--- config.mk ---
export PLATFORM = sky130hd
export DESIGN_NAME = hbp_host_port
export DESIGN_NICKNAME = d
export VERILOG_FILES = /design/src/hdl/hbp_pkg.sv /design/src/hdl/hbp_pin_sample.sv /design/src/hdl/hbp_host_port.sv
export SDC_FILE = /design/constraint.sdc
export NUM_CORES = 1
export LEC_CHECK = 0
export ABC_AREA = 1
export BUFFER_PORTS_ARGS = -buffer_cell sky130_fd_sc_hd__buf_4
export CORE_MARGIN = 2
export CORE_UTILIZATION = 30
export DETAILED_ROUTE_END_ITERATION = 6
export SYNTH_ARGS = -nofsm -noshare
export SYNTH_HDL_FRONTEND = slang
export SYNTH_SLANG_ARGS = --single-unit
--- constraint.sdc ---
create_clock -name i_clk -period 2.6 [get_ports i_clk]
set_input_delay 0.39 -clock i_clk [delete_from_list [all_inputs] [get_ports i_clk]]
set_output_delay 0.39 -clock i_clk [all_outputs]
set_load 0.03 [all_outputs]
--- src/hdl/hbp_pkg.sv ---
// Constants and types shared by the quad channel host bus port
package hbp_pkg;
	// =====================================================
	// Widths
	// =====================================================
	localparam int HBP_DATA_W = 8;      // Data bus width
	localparam int HBP_ADDR_W = 3;      // Register address width
	localparam int HBP_CHAN_N = 4;      // Number of channels
	localparam int HBP_CHAN_W = 2;      // Channel index width

	// =====================================================
	// Pin positions and encodings
	// =====================================================
	localparam int HBP_CS_A = 0;        // Channel A select bit
	localparam int HBP_CS_B = 1;        // Channel B select bit, address 3 in bus6800 mode
	localparam int HBP_CS_C = 2;        // Channel C select bit, address 4 in bus6800 mode
	localparam int HBP_CS_D = 3;        // Channel D select bit
	localparam logic HBP_MODE_STROBE = 1'h1; // Mode pin level for strobe bus
	localparam logic HBP_DIR_READ = 1'h1;    // Direction pin level for read in bus6800 mode

	// =====================================================
	// Reset values
	// =====================================================
	localparam logic [HBP_DATA_W-1:0] HBP_DATA_RST = 8'h00; // Read data latch
	localparam logic [HBP_ADDR_W-1:0] HBP_ADDR_RST = 3'h0;  // Latched address
	localparam logic [HBP_CHAN_W-1:0] HBP_CHAN_RST = 2'h0;  // Latched channel
	localparam logic [HBP_CHAN_N-1:0] HBP_IRQ_OE_N_RST = 4'hF; // All irq pins released
	localparam logic [HBP_CHAN_N-1:0] HBP_IRQ_OUT_RST = 4'h0;  // Irq pin levels

	// =====================================================
	// Transaction states
	// =====================================================
	typedef enum logic [1:0]
	{
		HBP_IDLE = 2'b00,
		HBP_READ = 2'b01,
		HBP_WRITE = 2'b10
	} hbp_state_t;
endpackage

--- src/hdl/hbp_pin_sample.sv ---
// Pin sampler with previous value and edge flags
`timescale 1ns/100ps
module hbp_pin_sample
	import hbp_pkg::*;
#(
	parameter int W = 1,              // Pin group width
	parameter logic [W-1:0] IDLE = '1 // Level held during reset
)
(
	input wire logic i_clk,           // System clock
	input wire logic i_rst_n,         // Synchronised reset, active low
	input wire logic i_ce,            // Clock enable
	input wire logic [W-1:0] i_pin,   // Raw pin levels
	output logic [W-1:0] o_now,       // Sampled level
	output logic [W-1:0] o_prev,      // Level one sample earlier
	output logic [W-1:0] o_fall,      // High to low seen
	output logic [W-1:0] o_rise       // Low to high seen
);
	logic [W-1:0] next_now; // Next sample
	logic [W-1:0] next_prev; // Next previous sample

	// =====================================================
	// Sampling
	// =====================================================
	// Pins are synchronous to the clock, so one stage is enough
	always_comb
	begin
		next_now = i_pin;
		next_prev = o_now;
	end

	// Idle level is a parameter, so the async reset loads only a constant
	// and no false edge follows reset while the pins rest at idle
	always_ff @(posedge i_clk or negedge i_rst_n)
	begin
		if (!i_rst_n)
		begin
			o_now <= IDLE;
			o_prev <= IDLE;
		end
		else if (i_ce)
		begin
			o_now <= next_now;
			o_prev <= next_prev;
		end
	end

	assign o_fall = o_prev & ~o_now;
	assign o_rise = ~o_prev & o_now;
endmodule

--- src/hdl/hbp_host_port.sv ---
// Host bus port of a four channel serial device, strobe and bus6800 styles
`timescale 1ns/100ps
module hbp_host_port
	import hbp_pkg::*;
(
	input wire logic i_clk,                        // System clock, 50 MHz
	input wire logic i_rst_n,                      // Async reset, active low
	input wire logic i_ce,                         // Clock enable, freezes state when low
	input wire logic i_mode_strobe,                // 1 strobe bus, 0 bus6800
	input wire logic i_host_read_strobe_n,         // Read strobe, active low
	input wire logic i_host_write_strobe_n,        // Write strobe, or direction
	input wire logic i_chan_a_select_n,            // Select A, or chip select
	input wire logic i_chan_b_select_n,            // Select B, or address 3
	input wire logic i_chan_c_select_n,            // Select C, or address 4
	input wire logic i_chan_d_select_n,            // Select D, unused in bus6800
	input wire logic [HBP_ADDR_W-1:0] i_addr,      // Register address lines
	input wire logic [HBP_DATA_W-1:0] i_data,      // Data bus input
	output logic [HBP_DATA_W-1:0] o_data,          // Data bus output
	output logic o_data_oe_n,                      // Data bus enable, low drives
	output logic o_chan_a_irq_out,                 // Irq pin A level
	output logic o_chan_a_irq_oe_n,                // Irq pin A enable, low drives
	output logic o_chan_b_irq_out,                 // Irq pin B level
	output logic o_chan_b_irq_oe_n,                // Irq pin B enable, low drives
	output logic o_chan_c_irq_out,                 // Irq pin C level
	output logic o_chan_c_irq_oe_n,                // Irq pin C enable, low drives
	output logic o_chan_d_irq_out,                 // Irq pin D level
	output logic o_chan_d_irq_oe_n,                // Irq pin D enable, low drives
	output logic o_combined_tx_ready_n,            // AND of channel tx ready
	output logic o_combined_rx_ready_n,            // AND of channel rx ready
	input wire logic [HBP_CHAN_N-1:0] i_irq_pend,  // Channel irq pending, high
	input wire logic [HBP_CHAN_N-1:0] i_irq_output_enable_bit, // Channel irq enable
	input wire logic [HBP_CHAN_N-1:0] i_tx_ready_n, // Channel tx ready, active low
	input wire logic [HBP_CHAN_N-1:0] i_rx_ready_n, // Channel rx ready, active low
	input wire logic [HBP_DATA_W-1:0] i_reg_rdata, // Read data of addressed register
	output logic o_reg_rd,                         // Register read pulse
	output logic o_reg_wr,                         // Register write pulse
	output logic [HBP_CHAN_W-1:0] o_reg_chan,      // Target channel
	output logic [HBP_ADDR_W-1:0] o_reg_addr,      // Target register
	output logic [HBP_DATA_W-1:0] o_reg_wdata      // Write data
);
	// =====================================================
	// Reset release
	// =====================================================
	logic [1:0] rst_pipe; // Two stage release
	logic rst_sync_n; // Design reset

	always_ff @(posedge i_clk or negedge i_rst_n)
	begin
		if (!i_rst_n)
			rst_pipe <= 2'h0;
		else
			rst_pipe <= {rst_pipe[0], 1'b1};
	end
	assign rst_sync_n = rst_pipe[1];

	// =====================================================
	// Pin sampling
	// =====================================================
	logic rd_fall, rd_rise; // Read strobe
	logic wr_now, wr_fall, wr_rise; // Write strobe or direction
	logic [HBP_CHAN_N-1:0] cs_now, cs_fall, cs_rise; // Chip selects
	logic [HBP_ADDR_W-1:0] addr_now; // Address
	logic [HBP_DATA_W-1:0] data_prev; // Data bus in, one sample back
	logic [HBP_CHAN_N-1:0] cs_pins; // Select pins gathered

	assign cs_pins = {i_chan_d_select_n, i_chan_c_select_n, i_chan_b_select_n, i_chan_a_select_n};

	hbp_pin_sample #(.W(1), .IDLE(1'b1)) u_rd (.i_clk(i_clk), .i_rst_n(rst_sync_n),
		.i_ce(i_ce), .i_pin(i_host_read_strobe_n), .o_now(), .o_prev(),
		.o_fall(rd_fall), .o_rise(rd_rise));
	hbp_pin_sample #(.W(1), .IDLE(1'b1)) u_wr (.i_clk(i_clk), .i_rst_n(rst_sync_n),
		.i_ce(i_ce), .i_pin(i_host_write_strobe_n), .o_now(wr_now), .o_prev(),
		.o_fall(wr_fall), .o_rise(wr_rise));
	hbp_pin_sample #(.W(HBP_CHAN_N), .IDLE(4'hF)) u_cs (.i_clk(i_clk), .i_rst_n(rst_sync_n),
		.i_ce(i_ce), .i_pin(cs_pins), .o_now(cs_now), .o_prev(),
		.o_fall(cs_fall), .o_rise(cs_rise));
	hbp_pin_sample #(.W(HBP_ADDR_W), .IDLE(3'h7)) u_addr (.i_clk(i_clk), .i_rst_n(rst_sync_n),
		.i_ce(i_ce), .i_pin(i_addr), .o_now(addr_now), .o_prev(),
		.o_fall(), .o_rise());
	hbp_pin_sample #(.W(HBP_DATA_W), .IDLE(8'hFF)) u_data (.i_clk(i_clk), .i_rst_n(rst_sync_n),
		.i_ce(i_ce), .i_pin(i_data), .o_now(), .o_prev(data_prev),
		.o_fall(), .o_rise());

	// =====================================================
	// Channel select decode
	// =====================================================
	logic any_cs; // Some channel selected in strobe mode
	logic [HBP_CHAN_W-1:0] strobe_chan; // Lowest selected channel
	logic [HBP_CHAN_W-1:0] m68_chan; // Channel from address 4:3

	// Several selects low at once is a host fault; lowest channel wins
	always_comb
	begin
		any_cs = ~&cs_now;
		strobe_chan = 2'h0;
		if (!cs_now[HBP_CS_A])
			strobe_chan = 2'h0;
		else if (!cs_now[HBP_CS_B])
			strobe_chan = 2'h1;
		else if (!cs_now[HBP_CS_C])
			strobe_chan = 2'h2;
		else
			strobe_chan = 2'h3;
		m68_chan = {cs_now[HBP_CS_C], cs_now[HBP_CS_B]};
	end

	// =====================================================
	// Transaction engine
	// =====================================================
	hbp_state_t state, next_state; // Bus cycle state
	logic next_rd, next_wr; // Register strobes
	logic [HBP_CHAN_W-1:0] next_chan; // Latched channel
	logic [HBP_ADDR_W-1:0] next_addr; // Latched address
	logic [HBP_DATA_W-1:0] next_wdata; // Write data
	logic [HBP_DATA_W-1:0] next_dout; // Read data to bus
	logic end_rd, end_wr; // End of the host cycle

	// Read and channel D select pins are not looked at in bus6800 mode
	always_comb
	begin
		next_state = state;
		next_rd = 1'b0;
		next_wr = 1'b0;
		next_chan = o_reg_chan;
		next_addr = o_reg_addr;
		next_wdata = o_reg_wdata;
		next_dout = o_data;
		end_rd = (i_mode_strobe == HBP_MODE_STROBE) ? rd_rise : cs_rise[HBP_CS_A];
		end_wr = (i_mode_strobe == HBP_MODE_STROBE) ? wr_rise : cs_rise[HBP_CS_A];
		case (state)
			HBP_IDLE:
			begin
				if (i_mode_strobe == HBP_MODE_STROBE)
				begin
					// Read strobe wins if both strobes fall together
					if (rd_fall && any_cs)
					begin
						next_state = HBP_READ;
						next_rd = 1'b1;
						next_chan = strobe_chan;
						next_addr = addr_now;
					end
					else if (wr_fall && any_cs)
					begin
						next_state = HBP_WRITE;
						next_chan = strobe_chan;
						next_addr = addr_now;
					end
				end
				else if (cs_fall[HBP_CS_A])
				begin
					next_chan = m68_chan;
					next_addr = addr_now;
					if (wr_now == HBP_DIR_READ)
					begin
						next_state = HBP_READ;
						next_rd = 1'b1;
					end
					else
						next_state = HBP_WRITE;
				end
			end
			HBP_READ:
			begin
				// Follow the channel output until the cycle closes
				next_dout = i_reg_rdata;
				if (end_rd)
					next_state = HBP_IDLE;
			end
			HBP_WRITE:
			begin
				if (end_wr)
				begin
					// Byte seen while the strobe was still low
					next_state = HBP_IDLE;
					next_wr = 1'b1;
					next_wdata = data_prev;
				end
			end
			default:
				next_state = HBP_IDLE;
		endcase
	end

	// Data bus enable follows the next state so it turns with the state
	always_ff @(posedge i_clk or negedge rst_sync_n)
	begin
		if (!rst_sync_n)
		begin
			state <= HBP_IDLE;
			o_reg_rd <= 1'b0;
			o_reg_wr <= 1'b0;
			o_reg_chan <= HBP_CHAN_RST;
			o_reg_addr <= HBP_ADDR_RST;
			o_reg_wdata <= HBP_DATA_RST;
			o_data <= HBP_DATA_RST;
			o_data_oe_n <= 1'b1;
		end
		else if (i_ce)
		begin
			state <= next_state;
			o_reg_rd <= next_rd;
			o_reg_wr <= next_wr;
			o_reg_chan <= next_chan;
			o_reg_addr <= next_addr;
			o_reg_wdata <= next_wdata;
			o_data <= next_dout;
			o_data_oe_n <= (next_state != HBP_READ);
		end
	end

	// =====================================================
	// Interrupt pins and ready status
	// =====================================================
	logic [HBP_CHAN_N-1:0] irq_out, next_irq_out; // Irq pin levels
	logic [HBP_CHAN_N-1:0] irq_oe_n, next_irq_oe_n; // Irq pin enables
	logic next_tx_n, next_rx_n; // Combined ready

	always_comb
	begin
		next_tx_n = &i_tx_ready_n;
		next_rx_n = &i_rx_ready_n;
		if (i_mode_strobe == HBP_MODE_STROBE)
		begin
			// Pin floats unless its channel enables it
			next_irq_out = i_irq_pend;
			next_irq_oe_n = ~i_irq_output_enable_bit;
		end
		else
		begin
			// Open drain: only ever pulls low, needs a board pull-up
			next_irq_out = HBP_IRQ_OUT_RST;
			next_irq_oe_n = 4'h0;
			next_irq_oe_n[HBP_CS_A] = ~|(i_irq_pend & i_irq_output_enable_bit);
		end
	end

	always_ff @(posedge i_clk or negedge rst_sync_n)
	begin
		if (!rst_sync_n)
		begin
			irq_out <= HBP_IRQ_OUT_RST;
			irq_oe_n <= HBP_IRQ_OE_N_RST;
			o_combined_tx_ready_n <= 1'b1;
			o_combined_rx_ready_n <= 1'b1;
		end
		else if (i_ce)
		begin
			irq_out <= next_irq_out;
			irq_oe_n <= next_irq_oe_n;
			o_combined_tx_ready_n <= next_tx_n;
			o_combined_rx_ready_n <= next_rx_n;
		end
	end

	assign o_chan_a_irq_out = irq_out[HBP_CS_A];
	assign o_chan_b_irq_out = irq_out[HBP_CS_B];
	assign o_chan_c_irq_out = irq_out[HBP_CS_C];
	assign o_chan_d_irq_out = irq_out[HBP_CS_D];
	assign o_chan_a_irq_oe_n = irq_oe_n[HBP_CS_A];
	assign o_chan_b_irq_oe_n = irq_oe_n[HBP_CS_B];
	assign o_chan_c_irq_oe_n = irq_oe_n[HBP_CS_C];
	assign o_chan_d_irq_oe_n = irq_oe_n[HBP_CS_D];
endmodule

==> impl_results.md, run 1 <==
* Status: completed
* Vias in the first global route at about 2100
* Grt ovf at 0
* RSZ-0062 raised after global routing: false
* Async SR Flop Fraction at between 90% and 100%
* Total track usage at 12.7%
* Root buffer cell: clkbuf_8
* Reg2reg end: o_reg_chan[1]
* Cell family with most CP delay: simple AND/OR/NAND/NOR gates
* Flops & latches, synth at 66
* Ys Warns at 0
* Worst vdd ir at between 0.3 and 0.4 mV
* Sw Pwr at 1160 uW
* Startpoint Class: register
* Max_cap viols at 0
* Hold path cells at 2
* Core Footprint at 8810 um2
* WS Path Type: register to register
* Global Route met1 Usage at roughly 16%
* WP data arrival at between 1.5 and 2 ns
* Hold EP: irq_oe_n[2]
* Final hold violations at 0
* Worst min path class: primary input to register
* Maximum clock frequency at 0.650 GHz
* Post-route ant nets at 0
* Area grow syn2layout at 35.0%
* Worst-Skew Late Latency at around 0.33 ns
* Min Tclk post-route at between 1.5 and 2 ns
* Row cnt at 34
* Initial Util at between 30% and 40%
* GRT busiest layer: met2
* DIE HEIGHT at 99.6 um
* Post-synth EDFFs at 0
* Post-synthesis area per instance at roughly 9.6 um2
* Most common cell in the synthesized netlist: nand2_1
* Crit path max fanout at 9
* Tightest Pin Transition at between 0.6 and 0.7 ns
* CTS Sinks at 66
* Fin Clk Skew at 0.0113 ns
* Critical Path End Type: register
* Setup Fix Bufs, Post-CTS at 0
* DP HPWL at around 4.3 mm
* Post-synth top cells: 107 x nand2_1, 35 x dfstp_2, 31 x dfrtp_1, 31 x o21ai_0, 24 x inv_1
* DR vias/cell at roughly 4.5
* Ys flop type: dfstp_2
* Die width at approximately 100 um
* Crit path largest cell delay at 0.56 ns
* Largest net degree at the start of global routing at 35
* Antenna violations before repair at 0
* Origin of the worst min-delay path: i_irq_output_enable_bit[2]
* Final setup TNS at 0 ns
* Slew Limit Fails at 0
* DR pass1 iterations at 4
* # fillers at just under 900
* CP Data Required Time at 2.83 ns
* Fin nets at 412
* Critical path cell sequence: nand2_1, nor2_1, nor2_1, nor2_1, nand2_1, nand2_1, inv_1, nand2_1, nand2_1
* First-pass GRT wire length at between 9 and 10 mm
* Worst Hold Margin at about 0.21 ns
* Die footprint at around 9900 um2
* # diodes at 0
* Worst setup margin at between 1 and 1.5 ns
* Synth Instances at approximately 290
* Synth top area cells: dfstp_2 34%, dfrtp_1 28%, nand2_1 15%, o21ai_0 5.7%, inv_1 3.3%
* Syn Nets at between 300 and 400
* Period utilization at roughly three fifths
* 1st-iter DRT viols at between 100 and 150
* Unique masters post-synth at 23
* Comb power frac at a little under a third
* Final WL at 5.93 mm
* R2R setup slack at approximately 1.1 ns
* Yosys top cell by area: dfstp_2
* Residual DRC at 0
* CTS tree: done
* Grt met2 use at between 20% and 30%
* Place WS at approximately 0.94 ns
* Layout cell share with drive strength beyond 1 at 40.3%
* Clock Tree Buf Depth at 2
* Slew HR at about 54%
* # IOs at about 80
* P_int at between 2000 and 2500 uW
* Routability cong. at 0.856
* Worst-path clk slew at 0.07 ns
* CTS HTree Levels at 3
* Routed via count at approximately 2200
* WL per Instance at between 10 and 15 um
* Flop pwr share at between 40% and 50%
* CP bufs+invs at 1
* Post-synth top area share at between 30% and 40%
* Synthesized area at around 2700 um2
* Reg2reg path depth at 9
* Pwr dens at around 960 nW/um2
* Setup violators final at 0
* Number of buffers created by CTS at 9
* Met3 usage at between 3 and 4%
* Max stage delay cell, worst path: dfstp_2
* Sw frac at around a third
* R2R Path Start: u_cs.o_now[0]
* Clock Power Share at about 29%
* CP most frequent cell: nand2_1
* Leak at 0.00181 uW
* Sequential share of the synthesized area at about 62%
* PortBufs at 78
metal layers:
metal  share of wire [%]  wire [um]
met1                  43       2570
met2                  50       2980
met3                 4.7        280
met4                 1.8        109
met5                   0          0
power by group through the flow:
stage | Combinational (uW) | Clock (uW) | Sequential, uW
detailed placement | 1090 | 0 | 1450
floorplan | 345 | 0 | 1760
global placement | 1080 | 0 | 1440
CTS | 1090 | 1080 | 1430
global route | 1170 | 1120 | 1460
finish | 1070 | 1040 | 1430
cells in the final DEF, fill, tap and decap left out:
master         count
nand2_1          107
buf_4             80
dfstp_2           35
o21ai_0           31
dfrtp_1           30
inv_1             24
clkbuf_8          10
nand3_1            8
o21ai_2            8
mux2_2             8
nor2_1             7
o31ai_1            4
bufinv_16          3
a21oi_1            2
nand4_1            2
clkbuf_1           2
inv_2              1
o31ai_4            1
nand3_4            1
o211ai_1           1
a22o_1             1
o21a_1             1
clkinv_4           1
dlygate4sd3_1      1
buf_12             1
conb_1             1
dfrtp_2            1
layout make-up:
| class | instances | area, um2 | area share [%] |
|---|---|---|---|
| clock inverters | 4 | 98.8 | 2.67 |
| well taps | 108 | 135 | 3.65 |
| clock buffers | 12 | 145 | 3.92 |
| repair buffers | 82 | 631 | 17.0 |
| inverters | 25 | 93.8 | 2.53 |
| multi-input cells | 183 | 902 | 24.4 |
| flip-flops and latches | 66 | 1700 | 45.8 |
sequential cells by signal, summed over array words and instances (netlist names), 2 cells and up:
register	count
o_reg_addr	3
o_reg_wdata	8
u_cs.o_now	4
irq_out	4
u_data.o_now	8
irq_oe_n	4
o_reg_chan	2
rst_pipe	2
u_data.o_prev	8
u_addr.o_now	3
state	2
o_data	8
logic make-up after synthesis:
logic type | count (synthesis) | synth area share (%)
multiplexers | 8 | 3.28
other | 1 | 0.137
flip-flops | 66 | 61.8
buffers and inverters | 36 | 5.29
AO/OA/AOI/OAI | 49 | 11.3
AND/OR/NAND/NOR | 125 | 18.2
metrics by stage:
step / cells / instance area [um2] / utilization (%) / total power, uW
2_1_floorplan: 285 / 2740 / - / 2100
3_3_place_gp: 463 / 3450 / 39.2 / 2520
3_5_place_dp: 463 / 3450 / 39.2 / 2540
4_1_cts: 480 / 3700 / 42.0 / 3600
5_1_grt: 480 / 3700 / 42.0 / 3750
6_report: 480 / 3700 / 42.0 / 3540
worst max-delay path by stage:
stage	from	to	cells past startpoint
after floorplan	rst_pipe[1]	irq_out[0]	0
after global placement	i_mode_strobe	o_reg_wdata[2]	7
after detailed placement	i_mode_strobe	o_reg_wdata[4]	7
after CTS	u_cs.o_now[0]	o_reg_chan[1]	9
after global routing	u_cs.o_now[0]	o_reg_chan[1]	9
final	u_cs.o_now[0]	o_reg_chan[1]	9
timing repair:
item,CTS,global route
hold buffers,1,0
hold endpoints to repair,2,0
resized for setup,0,0
Note: power is estimated with default switching activity, not from simulation.
==> run 2, diff against run 1 <==
clock period = 1.4 ns   (was 2.6 ns; I/O delays follow)
==> impl_results.md, run 2 (synthesis gave the netlist of run 1 again) <==
* Status: finished with violations
* Violations in the final reports: setup timing
* Startpoint Class: register
* Crit path max fanout at 8 (-1)
* Placed cell areas at 3510 um2 (+1.7%)
* Worst Hold Margin at 0.0256 ns (-0.185 ns)
* DR vias/cell at 4.44 (-1.5%)
* Pwr Total at 6620 uW (+87%)
* # IOs at 79 (unchanged)
* # fillers at 870 (-1.5%)
* Max_cap viols at 0 (unchanged)
* First-pass GRT wire length at 10.5 mm (+6.3%)
* Worst vdd ir at 0.631 mV (+69%)
* Crit path largest cell delay at 0.58 ns (+0.02 ns)
* Critical Path End Type: register
* Worst-Skew Late Latency at 0.34 ns (about the same)
* Grt ovf at 0 (unchanged)
* DP HPWL at 4.27 mm (-0.40%)
* Min Tclk post-route at 1.41 ns (-0.127 ns)
* DIE HEIGHT at 99.6 um (unchanged)
* CP Data Required Time at 1.67 ns (-1.16 ns)
* Slew Limit Fails at 0 (unchanged)
* Final hold violations at 0 (unchanged)
* Pwr dens at 1720 nW/um2 (+80%)
* CP Depth at 9 (unchanged)
* CTS HTree Levels at 3 (unchanged)
* Post-route ant nets at 0 (unchanged)
* Largest net degree at the start of global routing at 65 (+86%)
* Most frequent cells in the layout: 99 x nand2_1, 89 x buf_4, 35 x dfstp_2
* Vias in the first global route at 2228 (+6.3%)
* CP bufs+invs at 1 (unchanged)
* Cell family with most CP delay: flip-flops
* Initial Util at 31.1% (unchanged)
* Fin Clk Skew at 0.0143 ns (+0.00301 ns)
* CTS tree: done
* Max stage delay cell, worst path: dfstp_2
* Setup violators final at 3 (+3)
* PortBufs at 78 (unchanged)
* Period utilization at 101% (+42 points)
* WP data arrival at 1.68 ns (-0.08 ns)
* Worst setup margin at -0.0110 ns (-1.07 ns)
* Routed via count at 2188 (+1.2%)
* # diodes at 0 (unchanged)
* DR pass1 iterations at 4 (unchanged)
* Fin nets at 425 (+3.2%)
* Die width at 99.6 um (unchanged)
* Post-route cell area at 3850 um2 (+4.1%)
* Clock Tree Buf Depth at 2 (unchanged)
* Leak at 0.00187 uW (+3.1%)
* Maximum clock frequency at 0.709 GHz (+9.0%)
* 1st-iter DRT viols at 128 (+25%)
* Routability cong. at 0.823 (-3.9%)
* Antenna violations before repair at 0 (unchanged)
* Final Util at 43.7% (+1.7 points)
* Hold path cells at 2 (unchanged)
* Row cnt at 34 (unchanged)
* Critical path cell sequence: nand2_4, nor2_4, nor2_1, nor2_1, nand2_1, nand2_2, buf_6, nand2_1, o21ai_1
* WL per Instance at 12.5 um (+1.5%)
* Residual DRC at 0 (unchanged)
* CTS Sinks at 66 (unchanged)
* Final WL at 6.18 mm (+4.2%)
* Reg2reg path depth at 9 (unchanged)
* Worst-path clk slew at 0.08 ns (about the same)
* Root buffer cell: clkbuf_8
* RSZ-0062 raised after global routing: true
* Core Footprint at 8810 um2 (unchanged)
* Number of buffers created by CTS at 9 (unchanged)
* Worst min path class: primary input to register
* Die footprint at 9920 um2 (unchanged)
* Layout cell share with drive strength beyond 1 at 46.2% (+5.9 points)
* Total track usage at 13.3% (+0.56 points)
* Most common cell after layout, fill and taps aside: nand2_1
* WS Path Type: register to register
* Area grow syn2layout at 40.5%
==> run 2: layout make-up <==
cell class	count	area, um2	share of cell area [%]
Clock buffer	9	124	3.22
Clock inverter	7	101	2.63
Inverter	25	93.8	2.44
Multi-Input combinational cell	185	972	25.2
Sequential cell	66	1700	44.0
Tap cell	108	135	3.51
Timing Repair Buffer	93	729	18.9
==> run 2: stage by stage <==
stage	std cells	worst slack (ns)	TNS, ns
after global routing	493	-0.0999	-0.781
after global placement	471	0.00626	0
final	493	-0.0110	-0.0174
after detailed placement	471	-0.0438	-0.342
after floorplan	285	0.0433	0
after CTS	493	-0.00328	-0.00328
==> run 2: power breakdown <==
group	leakage, uW	switching (uW)	internal, uW
registers	0.000758	239	2400
logic	0.00100	1290	885
clock network	0.000106	793	1020
==> run 2: path summary, 6_finish.rpt <==
path / from / to / slack (ns)
min in group asynchronous: i_rst_n / rst_pipe[1] / 0.19
worst min-delay path: i_irq_output_enable_bit[3] / irq_oe_n[3] / 0.03
worst min register to register: rst_pipe[1] / o_reg_addr[0] / 0.26
worst max-delay path: u_cs.o_now[0] / o_reg_addr[2] / -0.01
worst max register to register: u_cs.o_now[0] / o_reg_addr[2] / -0.01
max in group asynchronous: rst_pipe[1] / u_cs.o_now[3] / 0.79
==> run 2: per-layer routing <==
metal | part of all wire [%] | global-route usage, % | up-vias
met5 | 0 | 0 | -
met4 | 1.5 | 5.37 | 0
met3 | 2.9 | 2.74 | 9
met2 | 51 | 21.4 | 32
met1 | 44 | 17.6 | 1044
li1 | - | - | 1103
==> run 2: repair_timing <==
action | in CTS | in global routing
endpoints found under the hold margin | 2 | 0
cloned | 2 | 0
buffers inserted | 3 | 0
hold buffers | 1 | 0
resized for setup | 8 | 14
pin swaps | 5 | 11
setup endpoints to repair | 14 | 24
==> run 3, diff against run 2 <==
CAP_MARGIN = 30   (was not set)
clock period = 1.5 ns   (was 1.4 ns; I/O delays follow)
==> impl_results.md, run 3 (synthesis gave the netlist of run 1 again) <==
* Status: completed
* Crit path largest cell delay at 0.54 ns (-0.04 ns)
* Dpl cells at 467 (-0.85%)
* Met3 usage at 4.15% (+1.4 points)
* Vias in the first global route at 2175 (-2.4%)
* Final Util at 42.8% (-0.98 points)
* Slew Limit Fails at 0 (unchanged)
* Setup violators final at 0 (-3)
* Worst setup margin at 0.0796 ns (+0.0907 ns)
* # fillers at 867 (-0.34%)
* # IOs at 79 (unchanged)
* Max stage delay cell, worst path: dfstp_2
* Die footprint at 9920 um2 (unchanged)
* Hold path cells at 2 (unchanged)
* Fin Clk Skew at 0.0113 ns (-0.00300 ns)
* Number of buffers created by CTS at 9 (unchanged)
* DIE HEIGHT at 99.6 um (unchanged)
* FF+latch area at 1700 um2 (unchanged)
* Area grow syn2layout at 37.3%
* Multi-input gate area in the final layout at 957 um2 (-1.5%)
* Pwr dens at 1590 nW/um2 (-7.3%)
* Root buffer cell: clkbuf_8
* Total track usage at 12.6% (-0.68 points)
* Worst-path clk slew at 0.07 ns (about the same)
* Most common cell after layout, fill and taps aside: nand2_1
* CTS tree: done
* Final WL at 6.05 mm (-2.2%)
* Pwr Total at 6000 uW (-9.4%)
* Most frequent cells in the layout: 103 x nand2_1, 84 x buf_4, 35 x dfstp_2
* Worst-Skew Late Latency at 0.34 ns (about the same)
* Period utilization at 94.7% (-6.1 points)
* Routability cong. at 0.781 (-5.1%)
* DR pass1 iterations at 4 (unchanged)
* DP HPWL at 4.23 mm (-0.92%)
* First-pass GRT wire length at 9.92 mm (-5.6%)
* Clock Tree Buf Depth at 2 (unchanged)
* CTS HTree Levels at 3 (unchanged)
* Place WS at 0.0354 ns (+0.0792 ns)
* Residual DRC at 0 (unchanged)
* Row cnt at 34 (unchanged)
* 1st-iter DRT viols at 112 (-13%)
* CP Data Required Time at 1.73 ns (+0.06 ns)
* Worst vdd ir at 0.720 mV (+14%)
* Final Non-Filler Cells at 487 (-1.2%)
* # diodes at 0 (unchanged)
* Max_cap viols at 0 (unchanged)
* DR vias/cell at 4.47 (+0.63%)
* Critical Path End Type: register
* Antenna violations before repair at 0 (unchanged)
* Global Route met1 Usage at 15.4% (-2.2 points)
* Post-route ant nets at 0 (unchanged)
* Reg2reg path depth at 5 (-4)
* PortBufs at 78 (unchanged)
* Die width at 99.6 um (unchanged)
* WS Path Type: register to register
* Initial Util at 31.1% (unchanged)
* Crit path max fanout at 4 (-4)
* Startpoint Class: register
* WL per Instance at 12.4 um (-0.98%)
* Core Footprint at 8810 um2 (unchanged)
* WP data arrival at 1.65 ns (-0.03 ns)
* CTS Sinks at 66 (unchanged)
* Critical path cell sequence: inv_2, o31ai_4, nand3_2, nand2_1, o21ai_2
* Final hold violations at 0 (unchanged)
* Grt ovf at 0 (unchanged)
* Grt met2 use at 20.1% (-1.4 points)
* Layout cell share with drive strength beyond 1 at 43.3% (-3.0 points)
* Min Tclk post-route at 1.42 ns (+0.00934 ns)
* Worst min path class: primary input to register
* Leak at 0.00182 uW (-2.3%)
* Largest net degree at the start of global routing at 65 (unchanged)
* Fin nets at 419 (-1.4%)
* Maximum clock frequency at 0.704 GHz (-0.66%)
* Routed via count at 2175 (-0.59%)
* GRT busiest layer: met2
run 3: final timing paths:
check | to | start | slack, ns
max in group asynchronous | u_data.o_now[5] | rst_pipe[1] | 0.90
hold / removal | irq_oe_n[1] | i_irq_output_enable_bit[1] | 0.04
setup / recovery | o_reg_wdata[4] | u_wr.o_now | 0.08
hold reg to reg | o_reg_addr[0] | rst_pipe[1] | 0.28
min in group asynchronous | rst_pipe[1] | i_rst_n | 0.20
setup reg to reg | o_reg_wdata[4] | u_wr.o_now | 0.08
run 3: cell type report:
cell class | count | share of cell area, %
clock buffer | 12 | 3.59
clock inverter | 4 | 2.03
inverter | 25 | 2.49
multi-input combinational | 185 | 25.4
sequential | 66 | 45.0
tap | 108 | 3.59
timing repair buffer | 87 | 17.8
run 3: metrics by stage:
stage	TNS [ns]	area, um2	hold slack (ns)
floorplan	0	2740	-0.0706
global placement	0	3480	0.00776
detailed placement	0	3480	0.00914
CTS	0	3700	0.0250
global route	-0.0269	3770	0.0219
finish	0	3770	0.0383
run 3: repair_timing:
item                                   in CTS  in global routing
setup endpoints to repair                   0                 14
buffers inserted                            0                  1
endpoints found under the hold margin       2                  0
hold buffers                                1                  0
resized for setup                           0                 15
run 3: worst max-delay path: cells and delay by family, from the launching register on:
family | cells | cell delay (ns)
AOI/OAI and AO/OA | 2 | 0.40
buffers and inverters | 1 | 0.06
DFF | 1 | 0.54
and+or+nand+nor | 2 | 0.31
run 3: power breakdown:
| part | internal [uW] | switching, uW | leakage (uW) | total [uW] |
|---|---|---|---|---|
| logic | 770 | 1170 | 0.000965 | 1940 |
| registers | 2240 | 225 | 0.000758 | 2460 |
| clock network | 941 | 649 | 0.000101 | 1590 |
| total | 3950 | 2050 | 0.00182 | 6000 |
run 3: metal layers:
metal	share of wire (%)	wire length, um
met4	2.7	163
met5	0	0
met1	43	2620
met3	3.8	227
met2	50	3030
